### config.mk
export PLATFORM = sky130hd
export DESIGN_NAME = tcm_mgmt_regs
export DESIGN_NICKNAME = d
export VERILOG_FILES = /design/src/shared/tcm_pkg.sv /design/src/verilog/tcm_change_detect.sv /design/src/verilog/tcm_flash_divider.sv /design/src/verilog/tcm_mgmt_regs.sv
export SDC_FILE = /design/constraint.sdc
export NUM_CORES = 1
export LEC_CHECK = 0
export BUFFER_PORTS_ARGS = -buffer_cell sky130_fd_sc_hd__buf_2
export CORE_UTILIZATION = 45
export CTS_CLUSTER_SIZE = 14
export DETAILED_ROUTE_END_ITERATION = 7
export MAX_ROUTING_LAYER = met4
export SLEW_MARGIN = 15
export SYNTH_ARGS = -nofsm -noshare
export SYNTH_HDL_FRONTEND = slang
export SYNTH_SLANG_ARGS = --single-unit
### constraint.sdc
create_clock -name pclk -period 12.4 [get_ports pclk]
set_input_delay 1.86 -clock pclk [delete_from_list [all_inputs] [get_ports pclk]]
set_output_delay 1.86 -clock pclk [all_outputs]
set_load 0.01 [all_outputs]
### src/shared/tcm_pkg.sv
// Constants for the transport combiner management object set.
// Assumes APB access with 32-bit data and a 10 MHz pclk.
package tcm_pkg;
   localparam int unsigned NUM_CHANNELS = 4;
   localparam int unsigned ALIAS_BYTES = 15;
   localparam int unsigned ALIAS_WORDS = 4;
   localparam int unsigned RATE_WIDTH = 16;
   localparam int unsigned VERSION_WIDTH = 8;

   // Enumerated object values.
   localparam logic [2:0] ALARM_FREE = 3'h1;
   localparam logic [2:0] MAJOR_CLASS_ACTIVE = 3'h2;
   localparam logic [2:0] MINOR_CLASS_ACTIVE = 3'h3;
   localparam logic [2:0] BOTH_ALARM_CLASSES_ACTIVE = 3'h4;
   localparam logic [1:0] VAL_OFF = 2'h1;
   localparam logic [1:0] VAL_ON = 2'h2;
   localparam logic [1:0] SHORT_PACKET_LENGTH = 2'h1;
   localparam logic [1:0] LONG_PACKET_LENGTH = 2'h2;
   localparam logic [1:0] CODING_MARK_INVERSION = 2'h1;
   localparam logic [1:0] INVERTED_LEVEL_CODING = 2'h2;
   localparam logic [1:0] PLAIN_LEVEL_CODING = 2'h3;
   localparam logic [31:0] UNIT_RESET_KEY = 32'h0000_0002;

   // Total payload limit in kb/s units of the rate fields.
   localparam logic [RATE_WIDTH+1:0] TOTAL_RATE_LIMIT = 18'h2_4220;

   // Reset values.
   localparam logic [1:0] RESET_ENABLE = 2'h2;
   localparam logic [1:0] RESET_CAP = 2'h1;
   localparam logic [1:0] RESET_TRAP = 2'h1;
   localparam logic [RATE_WIDTH-1:0] RESET_RATE_LIMIT = 16'h9088;

   // Front-panel flash: 250 ms half period at 10 MHz.
   localparam int unsigned FLASH_HALF_MS = 250;
   localparam int unsigned CLOCK_KHZ = 10000;
   localparam int unsigned FLASH_HALF_CYCLES = FLASH_HALF_MS * CLOCK_KHZ;
   localparam int unsigned UNIT_RESET_CYCLES = 16;

   // Register byte offsets.
   localparam logic [7:0] OFS_ALARM_SUMMARY = 8'h00;
   localparam logic [7:0] OFS_CAPPING = 8'h04;
   localparam logic [7:0] OFS_CODING = 8'h08;
   localparam logic [7:0] OFS_VERSION = 8'h0C;
   localparam logic [7:0] OFS_UNIT_RESET = 8'h10;
   localparam logic [7:0] OFS_TRAP_ENABLE = 8'h14;
   localparam logic [7:0] OFS_TRAP_EVENTS = 8'h18;
   localparam logic [7:0] OFS_TRUNK = 8'h1C;
   localparam logic [7:0] OFS_CHANNEL_BASE = 8'h40;
   localparam logic [7:0] CHANNEL_STRIDE = 8'h20;
   localparam logic [7:0] OFS_ALIAS_BASE = 8'hC0;
   // Offsets inside a channel window.
   localparam logic [4:0] CH_PRESENCE = 5'h00;
   localparam logic [4:0] CH_ENABLE = 5'h04;
   localparam logic [4:0] CH_PACKET = 5'h08;
   localparam logic [4:0] CH_RATE = 5'h0C;
   localparam logic [4:0] CH_RATE_LIMIT = 5'h10;
   localparam logic [4:0] CH_RATE_ALARM = 5'h14;
   localparam logic [4:0] CH_ALIAS = 5'h18;
   localparam logic [1:0] ALIAS_WORD_FIELD = 2'h3;

   // Trap event bit positions.
   localparam int unsigned TRAP_ALARM_BIT = 0;
   localparam int unsigned TRAP_RATE_BIT = 1;
   localparam int unsigned TRAP_PRESENCE_BIT = 2;

   function automatic logic [1:0] two_state(input logic flag);
      two_state = flag ? VAL_ON : VAL_OFF;
   endfunction
endpackage

### src/verilog/tcm_change_detect.sv
// Detects any change of a level vector and pulses for one cycle.
// Assumes the vector is already in the pclk domain.
`timescale 1ns/10ps
module tcm_change_detect #(
   parameter int unsigned WIDTH = 4
) (
   // Clock and reset.
   input wire logic pclk,
   input wire logic presetn,
   // Watched levels and event.
   input wire logic [WIDTH-1:0] level,
   output logic changed
);
   logic [WIDTH-1:0] last;
   logic primed;

   always_ff @(posedge pclk or negedge presetn) begin
      if (!presetn) begin
         last <= '0;
         primed <= 1'b0;
      end else begin
         last <= level;
         primed <= 1'b1;
      end
   end

   // The first cycle after reset reports nothing.
   assign changed = primed && (last != level);
endmodule

### src/verilog/tcm_flash_divider.sv
// Slow enable divider and blink phase for front-panel indicators.
// Assumes a single pclk domain.
`timescale 1ns/10ps
module tcm_flash_divider #(
   parameter int unsigned HALF_CYCLES = tcm_pkg::FLASH_HALF_CYCLES
) (
   // Clock and reset.
   input wire logic pclk,
   input wire logic presetn,
   // Blink phase.
   output logic phase
);
   logic [31:0] count;
   wire logic wrap = (count == 32'(HALF_CYCLES - 1));

   always_ff @(posedge pclk or negedge presetn) begin
      if (!presetn) begin
         count <= '0;
         phase <= 1'b0;
      end else begin
         count <= wrap ? '0 : count + 32'h0000_0001;
         if (wrap) begin
            phase <= ~phase;
         end
      end
   end
endmodule

### src/verilog/tcm_mgmt_regs.sv
// Management object register bank for a four-channel stream combiner card.
// Assumes an APB master on pclk; status inputs come from pins and are synchronised here.
//
// Chosen here: the register offsets and register access over APB.
`timescale 1ns/10ps
// Contract
// - Alarm summary reads 1 none, 2 urgent, 3 non-urgent, 4 both.
// - Combiner capping control writable, 1 disabled, 2 enabled, read back.
// - Per-channel presence reads 1 absent, 2 present.
// - Per-channel enable held, 1 disabled, 2 enabled, gates carriage.
// - Disabled channel with signal present flashes its indicator.
// - Packet length reads 1 for 188 bytes, 2 for 204 bytes.
// - Per-channel approximate measured rate is reported.
// - Combiner holds writable per-channel maximum rate.
// - Rate alarm reads 2 when measured rate exceeds its limit.
// - Per-channel alias of up to 15 bytes, read and write.
// - Line-coding switch reads 1 CMI, 2 inverted NRZ, 3 NRZ.
// - Logic version reported as major and minor numbers.
// - Writing 2 to unit reset triggers full reset and clears up-time.
// - Unit reset register always reads zero.
// - Alarm trap on assert and clear when enable is 2.
// - Rate alarm trap on assert and clear when enabled.
// - Presence trap on each presence change when enabled; changes on several channels in the same cycle give a single trap.
// - Decombiner reports trunk input presence, 1 absent, 2 present.
// - Combiner urgent alarm when summed rate exceeds 148 Mb/s.
// - Combiner non-urgent alarm when no input carries a valid stream.
module tcm_mgmt_regs #(
   parameter bit IS_COMBINER = 1'b1,
   parameter logic [7:0] VERSION_MAJOR = 8'h01,
   parameter logic [7:0] VERSION_MINOR = 8'h00,
   parameter int unsigned FLASH_HALF_CYCLES = tcm_pkg::FLASH_HALF_CYCLES
) (
   // Clock and reset.
   input wire logic pclk,
   input wire logic presetn,
   // APB slave.
   input wire logic psel,
   input wire logic penable,
   input wire logic pwrite,
   input wire logic [7:0] paddr,
   input wire logic [31:0] pwdata,
   output logic [31:0] prdata,
   output logic pready,
   output logic pslverr,
   // Channel status from the stream datapath.
   input wire logic [3:0] channel_present,
   input wire logic [3:0] channel_long_packets,
   input wire logic [63:0] channel_rate,
   input wire logic trunk_present,
   input wire logic decomb_major,
   input wire logic [1:0] user_config_switch,
   // Controls toward the datapath and panel.
   output logic [3:0] channel_carry,
   output logic capping_on,
   output logic [63:0] channel_rate_limit,
   output logic [3:0] channel_led,
   output logic major_alarm,
   output logic minor_alarm,
   output logic unit_reset,
   // Notifications toward the management agent.
   output logic [2:0] trap_pulse
);
   localparam int unsigned RW = tcm_pkg::RATE_WIDTH;

   // Two-stage synchronisers for pin-side status.
   logic [73:0] sync_a;
   logic [73:0] sync_b;
   wire logic [73:0] raw_in = {channel_present, channel_long_packets, channel_rate,
                                trunk_present, decomb_major};
   logic [1:0] switch_a;
   logic [1:0] switch_b;
   always_ff @(posedge pclk or negedge presetn) begin
      if (!presetn) begin
         sync_a <= '0;
         sync_b <= '0;
         switch_a <= '0;
         switch_b <= '0;
      end else begin
         sync_a <= raw_in;
         sync_b <= sync_a;
         switch_a <= user_config_switch;
         switch_b <= switch_a;
      end
   end
   wire logic [3:0] present_s = sync_b[73:70];
   wire logic [3:0] long_s = sync_b[69:66];
   wire logic [63:0] rate_s = sync_b[65:2];
   wire logic trunk_s = sync_b[1];
   wire logic dmajor_s = sync_b[0];

   // Held settings.
   logic [3:0] enable_reg;
   logic capping;
   logic [RW-1:0] limit_reg [tcm_pkg::NUM_CHANNELS];
   logic [31:0] alias_mem [tcm_pkg::NUM_CHANNELS * tcm_pkg::ALIAS_WORDS];
   logic [1:0] trap_en [3];
   logic [2:0] trap_events;
   logic [4:0] reset_count;

   // APB decode.
   wire logic wr_fire = psel && penable && pwrite;
   wire logic rd_fire = psel && penable && !pwrite;
   wire logic is_alias = paddr >= tcm_pkg::OFS_ALIAS_BASE;
   wire logic in_chan = (paddr >= tcm_pkg::OFS_CHANNEL_BASE) && !is_alias;
   wire logic [7:0] chan_ofs = paddr - tcm_pkg::OFS_CHANNEL_BASE;
   wire logic [1:0] chan_sel = chan_ofs[6:5];
   wire logic [4:0] chan_reg = {chan_ofs[4:2], 2'b00};
   wire logic chan_ok = chan_reg < tcm_pkg::CH_ALIAS;
   wire logic [3:0] alias_idx = paddr[5:2];
   wire logic [1:0] wval = pwdata[1:0];
   wire logic wval_ok = (pwdata[31:2] == 30'h0) && (wval == tcm_pkg::VAL_OFF ||
                                                    wval == tcm_pkg::VAL_ON);

   // All aliases share one window at the top of the map, four words per channel.
   wire logic [RW-1:0] limit_sel = limit_reg[chan_sel];
   wire logic [RW-1:0] rate_sel = rate_s[chan_sel*RW +: RW];

   // Derived status.
   logic [RW+1:0] rate_sum;
   logic [3:0] rate_over;
   always_comb begin
      rate_sum = '0;
      for (int i = 0; i < tcm_pkg::NUM_CHANNELS; i++) begin
         rate_sum = rate_sum + (RW+2)'(rate_s[i*RW +: RW]);
         rate_over[i] = IS_COMBINER && (rate_s[i*RW +: RW] > limit_reg[i]);
      end
   end
   wire logic major_c = IS_COMBINER ? (rate_sum > tcm_pkg::TOTAL_RATE_LIMIT)
                                    : dmajor_s;
   wire logic minor_c = (present_s == 4'h0);
   wire logic [2:0] alarm_code = major_c && minor_c ? tcm_pkg::BOTH_ALARM_CLASSES_ACTIVE :
                                 major_c ? tcm_pkg::MAJOR_CLASS_ACTIVE :
                                 minor_c ? tcm_pkg::MINOR_CLASS_ACTIVE :
                                 tcm_pkg::ALARM_FREE;
   wire logic [1:0] coding_code = !switch_b[1] ? tcm_pkg::CODING_MARK_INVERSION :
                                  switch_b[0] ? tcm_pkg::INVERTED_LEVEL_CODING :
                                  tcm_pkg::PLAIN_LEVEL_CODING;

   // Read mux.
   logic [31:0] chan_word;
   always_comb begin
      case (chan_reg)
         tcm_pkg::CH_PRESENCE: chan_word = 32'(tcm_pkg::two_state(present_s[chan_sel]));
         tcm_pkg::CH_ENABLE: chan_word = 32'(tcm_pkg::two_state(enable_reg[chan_sel]));
         tcm_pkg::CH_PACKET: chan_word = 32'(long_s[chan_sel] ? tcm_pkg::LONG_PACKET_LENGTH
                                            : tcm_pkg::SHORT_PACKET_LENGTH);
         tcm_pkg::CH_RATE: chan_word = 32'(rate_sel);
         tcm_pkg::CH_RATE_LIMIT: chan_word = 32'(limit_sel);
         tcm_pkg::CH_RATE_ALARM: chan_word = 32'(tcm_pkg::two_state(rate_over[chan_sel]));
         default: chan_word = 32'h0000_0000;
      endcase
   end
   logic [31:0] read_word;
   logic read_ok;
   always_comb begin
      read_ok = 1'b1;
      read_word = 32'h0000_0000;
      if (is_alias) begin
         read_word = alias_mem[alias_idx];
      end else if (in_chan) begin
         read_ok = chan_ok;
         read_word = chan_word;
      end else begin
         case (paddr)
            tcm_pkg::OFS_ALARM_SUMMARY: read_word = 32'(alarm_code);
            tcm_pkg::OFS_CAPPING: read_word = 32'(tcm_pkg::two_state(capping));
            tcm_pkg::OFS_CODING: read_word = 32'(coding_code);
            tcm_pkg::OFS_VERSION: read_word = {16'h0000, VERSION_MAJOR, VERSION_MINOR};
            tcm_pkg::OFS_UNIT_RESET: read_word = 32'h0000_0000;
            tcm_pkg::OFS_TRAP_ENABLE: read_word = {26'h0, trap_en[2], trap_en[1], trap_en[0]};
            tcm_pkg::OFS_TRAP_EVENTS: read_word = 32'(trap_events);
            tcm_pkg::OFS_TRUNK: read_word = 32'(tcm_pkg::two_state(trunk_s));
            default: read_ok = 1'b0;
         endcase
      end
   end

   // Writes; settings persist until rewritten or reset.
   wire logic wr_top = wr_fire && !in_chan;
   wire logic wr_ch = wr_fire && in_chan;
   always_ff @(posedge pclk or negedge presetn) begin
      if (!presetn) begin
         enable_reg <= '1;
         capping <= 1'b0;
         for (int i = 0; i < tcm_pkg::NUM_CHANNELS; i++) begin
            limit_reg[i] <= tcm_pkg::RESET_RATE_LIMIT;
         end
         for (int k = 0; k < 3; k++) begin
            trap_en[k] <= tcm_pkg::RESET_TRAP;
         end
      end else begin
         if (wr_ch && chan_reg == tcm_pkg::CH_ENABLE && wval_ok) begin
            enable_reg[chan_sel] <= (wval == tcm_pkg::VAL_ON);
         end
         if (IS_COMBINER && wr_ch && chan_reg == tcm_pkg::CH_RATE_LIMIT) begin
            limit_reg[chan_sel] <= pwdata[RW-1:0];
         end
         if (IS_COMBINER && wr_top && paddr == tcm_pkg::OFS_CAPPING && wval_ok) begin
            capping <= (wval == tcm_pkg::VAL_ON);
         end
         if (wr_top && paddr == tcm_pkg::OFS_TRAP_ENABLE) begin
            for (int k = 0; k < 3; k++) begin
               if (pwdata[2*k +: 2] == tcm_pkg::VAL_OFF || pwdata[2*k +: 2] == tcm_pkg::VAL_ON)
                  trap_en[k] <= pwdata[2*k +: 2];
            end
         end
      end
   end

   // Alias store; the top byte of the last word is forced to zero so 15 bytes fit.
   always_ff @(posedge pclk) begin
      if (wr_fire && is_alias) begin
         alias_mem[alias_idx] <= paddr[3:2] == tcm_pkg::ALIAS_WORD_FIELD ?
                                 {8'h00, pwdata[23:0]} : pwdata;
      end
   end

   // Unit reset pulse.
   always_ff @(posedge pclk or negedge presetn) begin
      if (!presetn) begin
         reset_count <= '0;
      end else if (wr_top && paddr == tcm_pkg::OFS_UNIT_RESET
                   && pwdata == tcm_pkg::UNIT_RESET_KEY) begin
         reset_count <= 5'(tcm_pkg::UNIT_RESET_CYCLES);
      end else if (reset_count != 5'h00) begin
         reset_count <= reset_count - 5'h01;
      end
   end
   assign unit_reset = (reset_count != 5'h00);

   // Trap events.
   wire logic alarm_chg;
   wire logic rate_chg;
   wire logic pres_chg;
   tcm_change_detect #(.WIDTH(2)) u_alarm_chg (
      .pclk(pclk), .presetn(presetn), .level({major_c, minor_c}), .changed(alarm_chg));
   tcm_change_detect #(.WIDTH(4)) u_rate_chg (
      .pclk(pclk), .presetn(presetn), .level(rate_over), .changed(rate_chg));
   tcm_change_detect #(.WIDTH(4)) u_pres_chg (
      .pclk(pclk), .presetn(presetn), .level(present_s), .changed(pres_chg));
   wire logic [2:0] next_trap = {
      pres_chg && trap_en[2] == tcm_pkg::VAL_ON,
      rate_chg && IS_COMBINER && trap_en[1] == tcm_pkg::VAL_ON,
      alarm_chg && trap_en[0] == tcm_pkg::VAL_ON};
   wire logic clr_events = wr_top && paddr == tcm_pkg::OFS_TRAP_EVENTS;
   always_ff @(posedge pclk or negedge presetn) begin
      if (!presetn) begin
         trap_pulse <= '0;
         trap_events <= '0;
      end else begin
         trap_pulse <= next_trap;
         trap_events <= (clr_events ? trap_events & ~pwdata[2:0] : trap_events) | next_trap;
      end
   end

   // Panel indicators and outputs.
   wire logic flash_phase;
   tcm_flash_divider #(.HALF_CYCLES(FLASH_HALF_CYCLES)) u_flash (
      .pclk(pclk), .presetn(presetn), .phase(flash_phase));
   always_ff @(posedge pclk or negedge presetn) begin
      if (!presetn) begin
         channel_led <= '0;
         major_alarm <= 1'b0;
         minor_alarm <= 1'b0;
         prdata <= '0;
      end else begin
         for (int i = 0; i < tcm_pkg::NUM_CHANNELS; i++) begin
            channel_led[i] <= present_s[i] && (enable_reg[i] || flash_phase);
         end
         major_alarm <= major_c;
         minor_alarm <= minor_c;
         if (psel && !penable) begin
            prdata <= read_word;
         end
      end
   end
   assign channel_carry = enable_reg;
   assign capping_on = capping;
   for (genvar g = 0; g < tcm_pkg::NUM_CHANNELS; g++) begin : g_lim
      assign channel_rate_limit[g*RW +: RW] = limit_reg[g];
   end
   assign pready = psel && penable;
   assign pslverr = psel && penable && !read_ok;

   // Checks.
   unit_reset_read_a: assert property (@(posedge pclk) disable iff (!presetn)
      psel && !penable && !pwrite && paddr == tcm_pkg::OFS_UNIT_RESET
      ##1 penable |-> prdata == 32'h0000_0000) else $error("unit reset read not zero");
   unit_reset_pulse_a: assert property (@(posedge pclk) disable iff (!presetn)
      wr_top && paddr == tcm_pkg::OFS_UNIT_RESET && pwdata == tcm_pkg::UNIT_RESET_KEY
      |=> unit_reset [*8]) else $error("unit reset not held");
   alarm_code_a: assert property (@(posedge pclk) disable iff (!presetn)
      major_c && minor_c |-> alarm_code == 3'h4) else $error("alarm summary wrong");
   major_sum_a: assert property (@(posedge pclk) disable iff (!presetn)
      IS_COMBINER && rate_sum > tcm_pkg::TOTAL_RATE_LIMIT |=> major_alarm)
      else $error("urgent alarm missed");
   minor_none_a: assert property (@(posedge pclk) disable iff (!presetn)
      present_s == 4'h0 |=> minor_alarm) else $error("non-urgent alarm missed");
   enable_hold_a: assert property (@(posedge pclk) disable iff (!presetn)
      !wr_ch |=> $stable(enable_reg)) else $error("enable changed without write");
   led_dark_a: assert property (@(posedge pclk) disable iff (!presetn)
      !present_s[0] |=> !channel_led[0]) else $error("led lit without signal");
   trap_mask_a: assert property (@(posedge pclk) disable iff (!presetn)
      trap_en[0] == tcm_pkg::VAL_OFF |=> !trap_pulse[0]) else $error("alarm trap leaked");
   trap_pres_a: assert property (@(posedge pclk) disable iff (!presetn)
      pres_chg && trap_en[2] == tcm_pkg::VAL_ON |=> trap_pulse[2])
      else $error("presence trap missed");
   rate_alarm_a: assert property (@(posedge pclk) disable iff (!presetn)
      IS_COMBINER && rate_s[RW-1:0] > limit_reg[0] |-> rate_over[0])
      else $error("rate alarm missed");
   cap_write_c: cover property (@(posedge pclk) wr_top && paddr == tcm_pkg::OFS_CAPPING);
   reset_c: cover property (@(posedge pclk) unit_reset);
   flash_c: cover property (@(posedge pclk) present_s[0] && !enable_reg[0]);
   trap_c: cover property (@(posedge pclk) |trap_pulse);
endmodule
* Word-level counts from Yosys, hierarchy flattened
Memories as Yosys holds them, arrays and structs flattened.
Index checks and enable logic that the tools add are counted.
** Operators by class
- Add/sub/neg operators :: 6
- Shift operators :: 1
- Bitwise logic cells :: 5
- Equal/unequal tests :: 27
- Reduce and logical (&&, ||, !) cells :: 52
- Multiplexer cells :: 42
- $lt $le $gt $ge :: 12
** Operators by type and width (number)
- $mux 32 :: 3
- $pmux 16 s6 :: 1
- $bwmux 64 :: 1
- $gt 16x16->1 :: 4
- $mux 16 :: 4
- $shiftx 64x7->16 :: 1
- $pmux 9 s7 :: 1
- $add 32x1->32 const B :: 1
- $bmux 16 s2 :: 1
- $demux 16 s2 :: 1
- $eq 32x2->1 const B :: 1
- $eq 32x22->1 const B :: 1
- $eq 8x5->1 const B :: 4
- $logic_and 1x1->1 :: 31
- $logic_not 30->1 :: 1
- $add 17x16->18 :: 1
- $add 18x16->18 :: 1
- $gt 18x18->1 const B :: 1
- $mux 2 :: 9
- $add 16x16->17 :: 1
- $eq 8x4->1 const B :: 2
- $eq 2x2->1 const B :: 7
- $mux 1 :: 11
- $mux 5 :: 2
- 34 further kinds :: 54
** Word-level totals
- Memories :: 1
- Register bits after elaboration :: 320
- Logic and storage cells :: 172
- Bits in writable memories :: 512
** Memories
- alias_mem :: words 16, bits a word 32, read ports 1, clocked after memory_dff 0, wr ports 1, RTL line tcm_mgmt_regs.sv:95 : logic [31:0] alias_mem [tcm_pkg::NUM_CHANNELS * tcm_pkg::ALIAS_WORDS];

* Longest topological paths before layout
- Depth after elaboration :: 9
- Gate-level depth with buffers :: 21
- Depth with buffers taken out :: 21

* Hierarchy
A second synthesis with hierarchy kept.
** Second synthesis, totals
- Cells, all modules :: 2061
- Area total of the unflattened synthesis :: 34704.5 um^2
** Modules (own cells, without submodules)
- tcm_mgmt_regs :: times used 1, sequential area each 22260.1 um^2, area an instance 32645.1 um^2, cells each 1885
- tcm_flash_divider :: times used 1, sequential area each 825.8 um^2, area an instance 1605.3 um^2, cells each 147
- tcm_change_detect (u_pres_chg ...) :: times used 2, sequential area each 125.1 um^2, area an instance 175.2 um^2, cells each 11
- tcm_change_detect (u_alarm_chg) :: times used 1, sequential area each 75.1 um^2, area an instance 103.8 um^2, cells each 7

* Worst setup path after synthesis
Ideal clock, no wire load.
- Kind :: input -> register
- Start point :: input paddr[3]
- End point :: memory alias_mem[3][0] (enable)
- Library setup time :: 0.461 ns
- Buffers on the path :: 4
- Arrival :: 5.199 ns
- Cell stages on the path :: 6
- Slack :: 6.740 ns
- Data required time :: 11.939 ns
- Path through :: clkbuf_1 > buf_2 > buf_2 > buf_1 > nand3_1 > nor3_1
** On the way
- Cells in the longest elaborated chain, start to end :: 4
** Ends and longest elaborated chain
- start, declared :: RTL line tcm_mgmt_regs.sv:40 : input wire logic [7:0] paddr,
- $ge 8x8->1 :: RTL line tcm_mgmt_regs.sv:103 : wire logic is_alias = paddr >= tcm_pkg::OFS_ALIAS_BASE;
- $logic_and 1x1->1 :: RTL line tcm_mgmt_regs.sv:212 : if (wr_fire && is_alias) begin
- $mux 1 :: RTL line tcm_mgmt_regs.sv:212
- $mux 1 :: RTL line tcm_mgmt_regs.sv:213 : alias_mem[alias_idx] <= paddr[3:2] == tcm_pkg::ALIAS_WORD_FIELD ?
- end, declared :: RTL line tcm_mgmt_regs.sv:95
Parallel ways exist; a longest one is shown, timed or not.

* Final worst setup path
- Start point :: input paddr[6]
- End point :: output pslverr
** On the way
- Cells in the longest elaborated chain, start to end :: 7
- Elaborated cells on any way between the ends :: 18
- Those cells by class :: order compare: 2; eq/ne: 7; mux: 3; reduce/logical: 6
** Ends and longest elaborated chain
- $ge 8x8->1, or another cell as far along :: RTL line tcm_mgmt_regs.sv:103
- $logic_not 1->1 or $reduce_or 8->1 (tied branches)
- $logic_and 1x1->1 or $mux 1 (tied branches) :: RTL line tcm_mgmt_regs.sv:104, tcm_mgmt_regs.sv:164
- $mux 1 :: RTL line tcm_mgmt_regs.sv:160 : end else if (in_chan) begin
- $mux 1 * :: RTL line tcm_mgmt_regs.sv:158 : if (is_alias) begin
- $logic_not 1->1 * :: RTL line tcm_mgmt_regs.sv:283 : assign pslverr = psel && penable && !read_ok;
- $logic_and 1x1->1 * :: RTL line tcm_mgmt_regs.sv:283
- end, declared :: RTL line tcm_mgmt_regs.sv:44 : output logic pslverr,
Mark *: on every way between the ends. The rest lies on a longest branch, timed or not.

==> impl_metrics.ini <==
[outcome]
status = finished, final reports clean

[clock_network]
max-clock-path-buffers = 3
cts_buffers = 87
cts.repair.resized = 0
insertion_delay_ns = 0.64
cts_max_level = 3
cts_tree = built
cts_sinks = 828
clk_pin_slew_worst_paths_ns = 0.06
root_buffer = clkbuf_16
cts_hold_buf = 0
postCtsSetupRepairBufs = 0

[logic_synthesis]
synth_most_common_cell = edfxtp_1
synth_area_mm2 = 0.0346
synth.distinct_cells = 68
netlist.area_leader.share_pct = 44.4
postSynthCellCount = 2104
synth_compound_gate_area_share_pct = 4.85
synthSimpleGateAreaFrac_pct = 5.25
synthArstFlopShare_pct = 38.2
syn_nets = 2347
synth_xor_area_share_pct = 1.11
synth_fa_ha_area_share_pct = 5.10
synth.largest_area_cell = edfxtp_1
ys_warn_count = 0
synth_seq_cells = 828
ys.flop_type = edfxtp_1
synth_top_family_by_area = multiplexers
ys_seq_area_share_pct = 67.3
synth_mux_area_share_pct = 13.5
synth_edf_count = 512
ys_top_cells_by_area = edfxtp_1, dfrtp_1, mux4_2
avgSynthCellArea_um2 = 16.5
synth_common_cells = edfxtp_1, dfrtp_1, mux4_2

[grt]
grt_pass1_vias = 20494
overflow = 0
grt_usage_pct = 23.6
grt_first_pass_wirelength_um = 131000
grt_max_degree = 105
antenna_found_initial = 4

[layout]
area_growth_pct = 16.3
post-route-util_pct = 53.0
finalNetCount = 2618
drive_gt1_share_pct = 27.9

[setup_path]
worstPathCellList = buf_2, inv_1, ha_1, nor4b_1, nor2b_1, nor4bb_1, buf_2
max_stage_delay_ns = 0.55
worstPathRequired_ns = 10.54
critical_path.most_common_cell = buf_2
crit_path_start_kind = input pin
r2r-start = sync_b[3]
path_max_fanout = 7
startpoint = paddr[6]
worstSetupPathType = in2out
reg2reg_depth = 21
critPathCaptureType = primary output
r2r_end = prdata[2]
regToRegSetupSlack_ns = 7.20
critPathArrivalTime_ns = 3.78
cp_slowest_cell = nor4b_1

[hold_path]
worstHoldStart = sync_a[58]
hold_end = sync_b[58]
hold_depth = 0
min_path_type = reg2reg

[place]
dpl.hpwl_um = 54500
globalplace.congestion = 0.888
io_buffers = 232

[sta]
maxSlewHeadroom_pct = 30.6
rsz0062_at_grt = no
fin_crit_ns = 5.64
finalSetupViolCount = 0
slew_viol_final = 0
tightest_slew_ns = 1.03
hold_viol = 0
skew_ns = 0.0354
period_share_pct = 45.5
fin_setup_tns_ns = 0
max_freq_mhz = 177

[floorplan]
die_width_um = 279
dieHeight_um = 279
rows = 101
core_area_mm2 = 0.0761
dieArea_mm2 = 0.0781
io_pins = 234
start_util_pct = 45.5

[route]
wl_per_cell_um = 25.0
drtAntennaViolNets = 0
vias_per_cell = 5.58
first_pass_iters = 5
route.vias.total = 19433
post-route-drc-count = 0
drtIter0Drc = 1658
wl_um = 87100

[pwr]
peakVddDrop_mv = 0.0988
power_density_mw_per_mm2 = 163
p_leak_nw = 15.6

[job]
drv_cap = 0
-- worst max-delay path by stage --
stage	to
after global placement	pslverr
after CTS	pslverr
after floorplan	alias_mem[3][0]
after detailed placement	pslverr
after global routing	pslverr
final	pslverr
-- cell usage in the layout, fill, tap and decap left out, types with 21 or more instances in the layout --
cell       netlist  final
dfrtp_1        293    293
nor2_1          63     50
edfxtp_1       512    512
buf_2           35    228
nand4_1         31     31
nand3_1         29     29
nand2_1        148    148
a21oi_1         40     40
dfstp_2         23     23
clkbuf_16        0     89
inv_1          167    167
a21o_1          31     31
ha_1            90     89
buf_4            4     36
mux4_2         195    195
o21ai_0         93     93
xnor2_1         27     27
mux2_2          21     21
fa_1            32     32
-- cells by family after synthesis --
family	count (synthesis)
other	1
buffers and inverters	253
xor gates and xnor gates	44
DFF	828
adders and majority gates	122
AOI/OAI and AO/OA	260
and+or+nand+nor	377
muxes	219
-- layout make-up --
| cell class | instances | area [µm²] |
|---|---|---|
| clock buffers | 117 | 2410 |
| multi-input cells | 1023 | 10400 |
| inverters | 167 | 627 |
| flip-flops and latches | 828 | 23300 |
| repair buffers | 268 | 1470 |
| diodes | 3 | 7.51 |
| well taps | 1030 | 1290 |
| clock inverters | 45 | 737 |
| fillers | 6229 | 35800 |
-- flip-flops by register name, indices dropped and copies added, names as in the netlist, 5 cells and up --
register and count:
alias_mem 512, sync_a 73, sync_b 73, channel_rate_limit 64, prdata 32, u_flash.count 32, trap_en 6, reset_count 5
-- critical path: cells and delay by family --
family        cells  cell delay (ns)
buf+inv           3             0.51
simple gates      3             1.22
fa+ha+maj         1             0.19
-- metal layers --
metal	global-route usage [%]	routed length, µm	up-vias
li1	-	-	8501
met1	31.3	36400	10183
met2	38.6	43600	620
met3	3.38	5190	129
met4	6.14	1900	0
met5	-	0	-
-- through the flow --
| stage | setup slack, ns | hold slack, ns | area (µm²) | total power [mW] | std cells |
|---|---|---|---|---|---|
| 5_1_grt | 6.62 | 0.352 | 40300 | 6.82 | 3480 |
| 3_5_place_dp | 6.75 | 0.335 | 37100 | 3.82 | 3316 |
| 4_1_cts | 6.74 | 0.338 | 40300 | 6.64 | 3478 |
| 3_3_place_gp | 6.82 | 0.333 | 37100 | 3.80 | 3316 |
| 6_report | 6.76 | 0.340 | 40300 | 6.58 | 3481 |
| 2_1_floorplan | 6.74 | 0.331 | 34600 | 3.56 | 2104 |
-- power breakdown --
part | switching, mW | internal (mW) | total (mW)
Combinational | 0.420 | 0.289 | 0.709
Clock | 1.09 | 1.72 | 2.81
Sequential | 0.0557 | 3.01 | 3.06
Total | 1.57 | 5.01 | 6.58
Power figures use the tool's default switching activity.
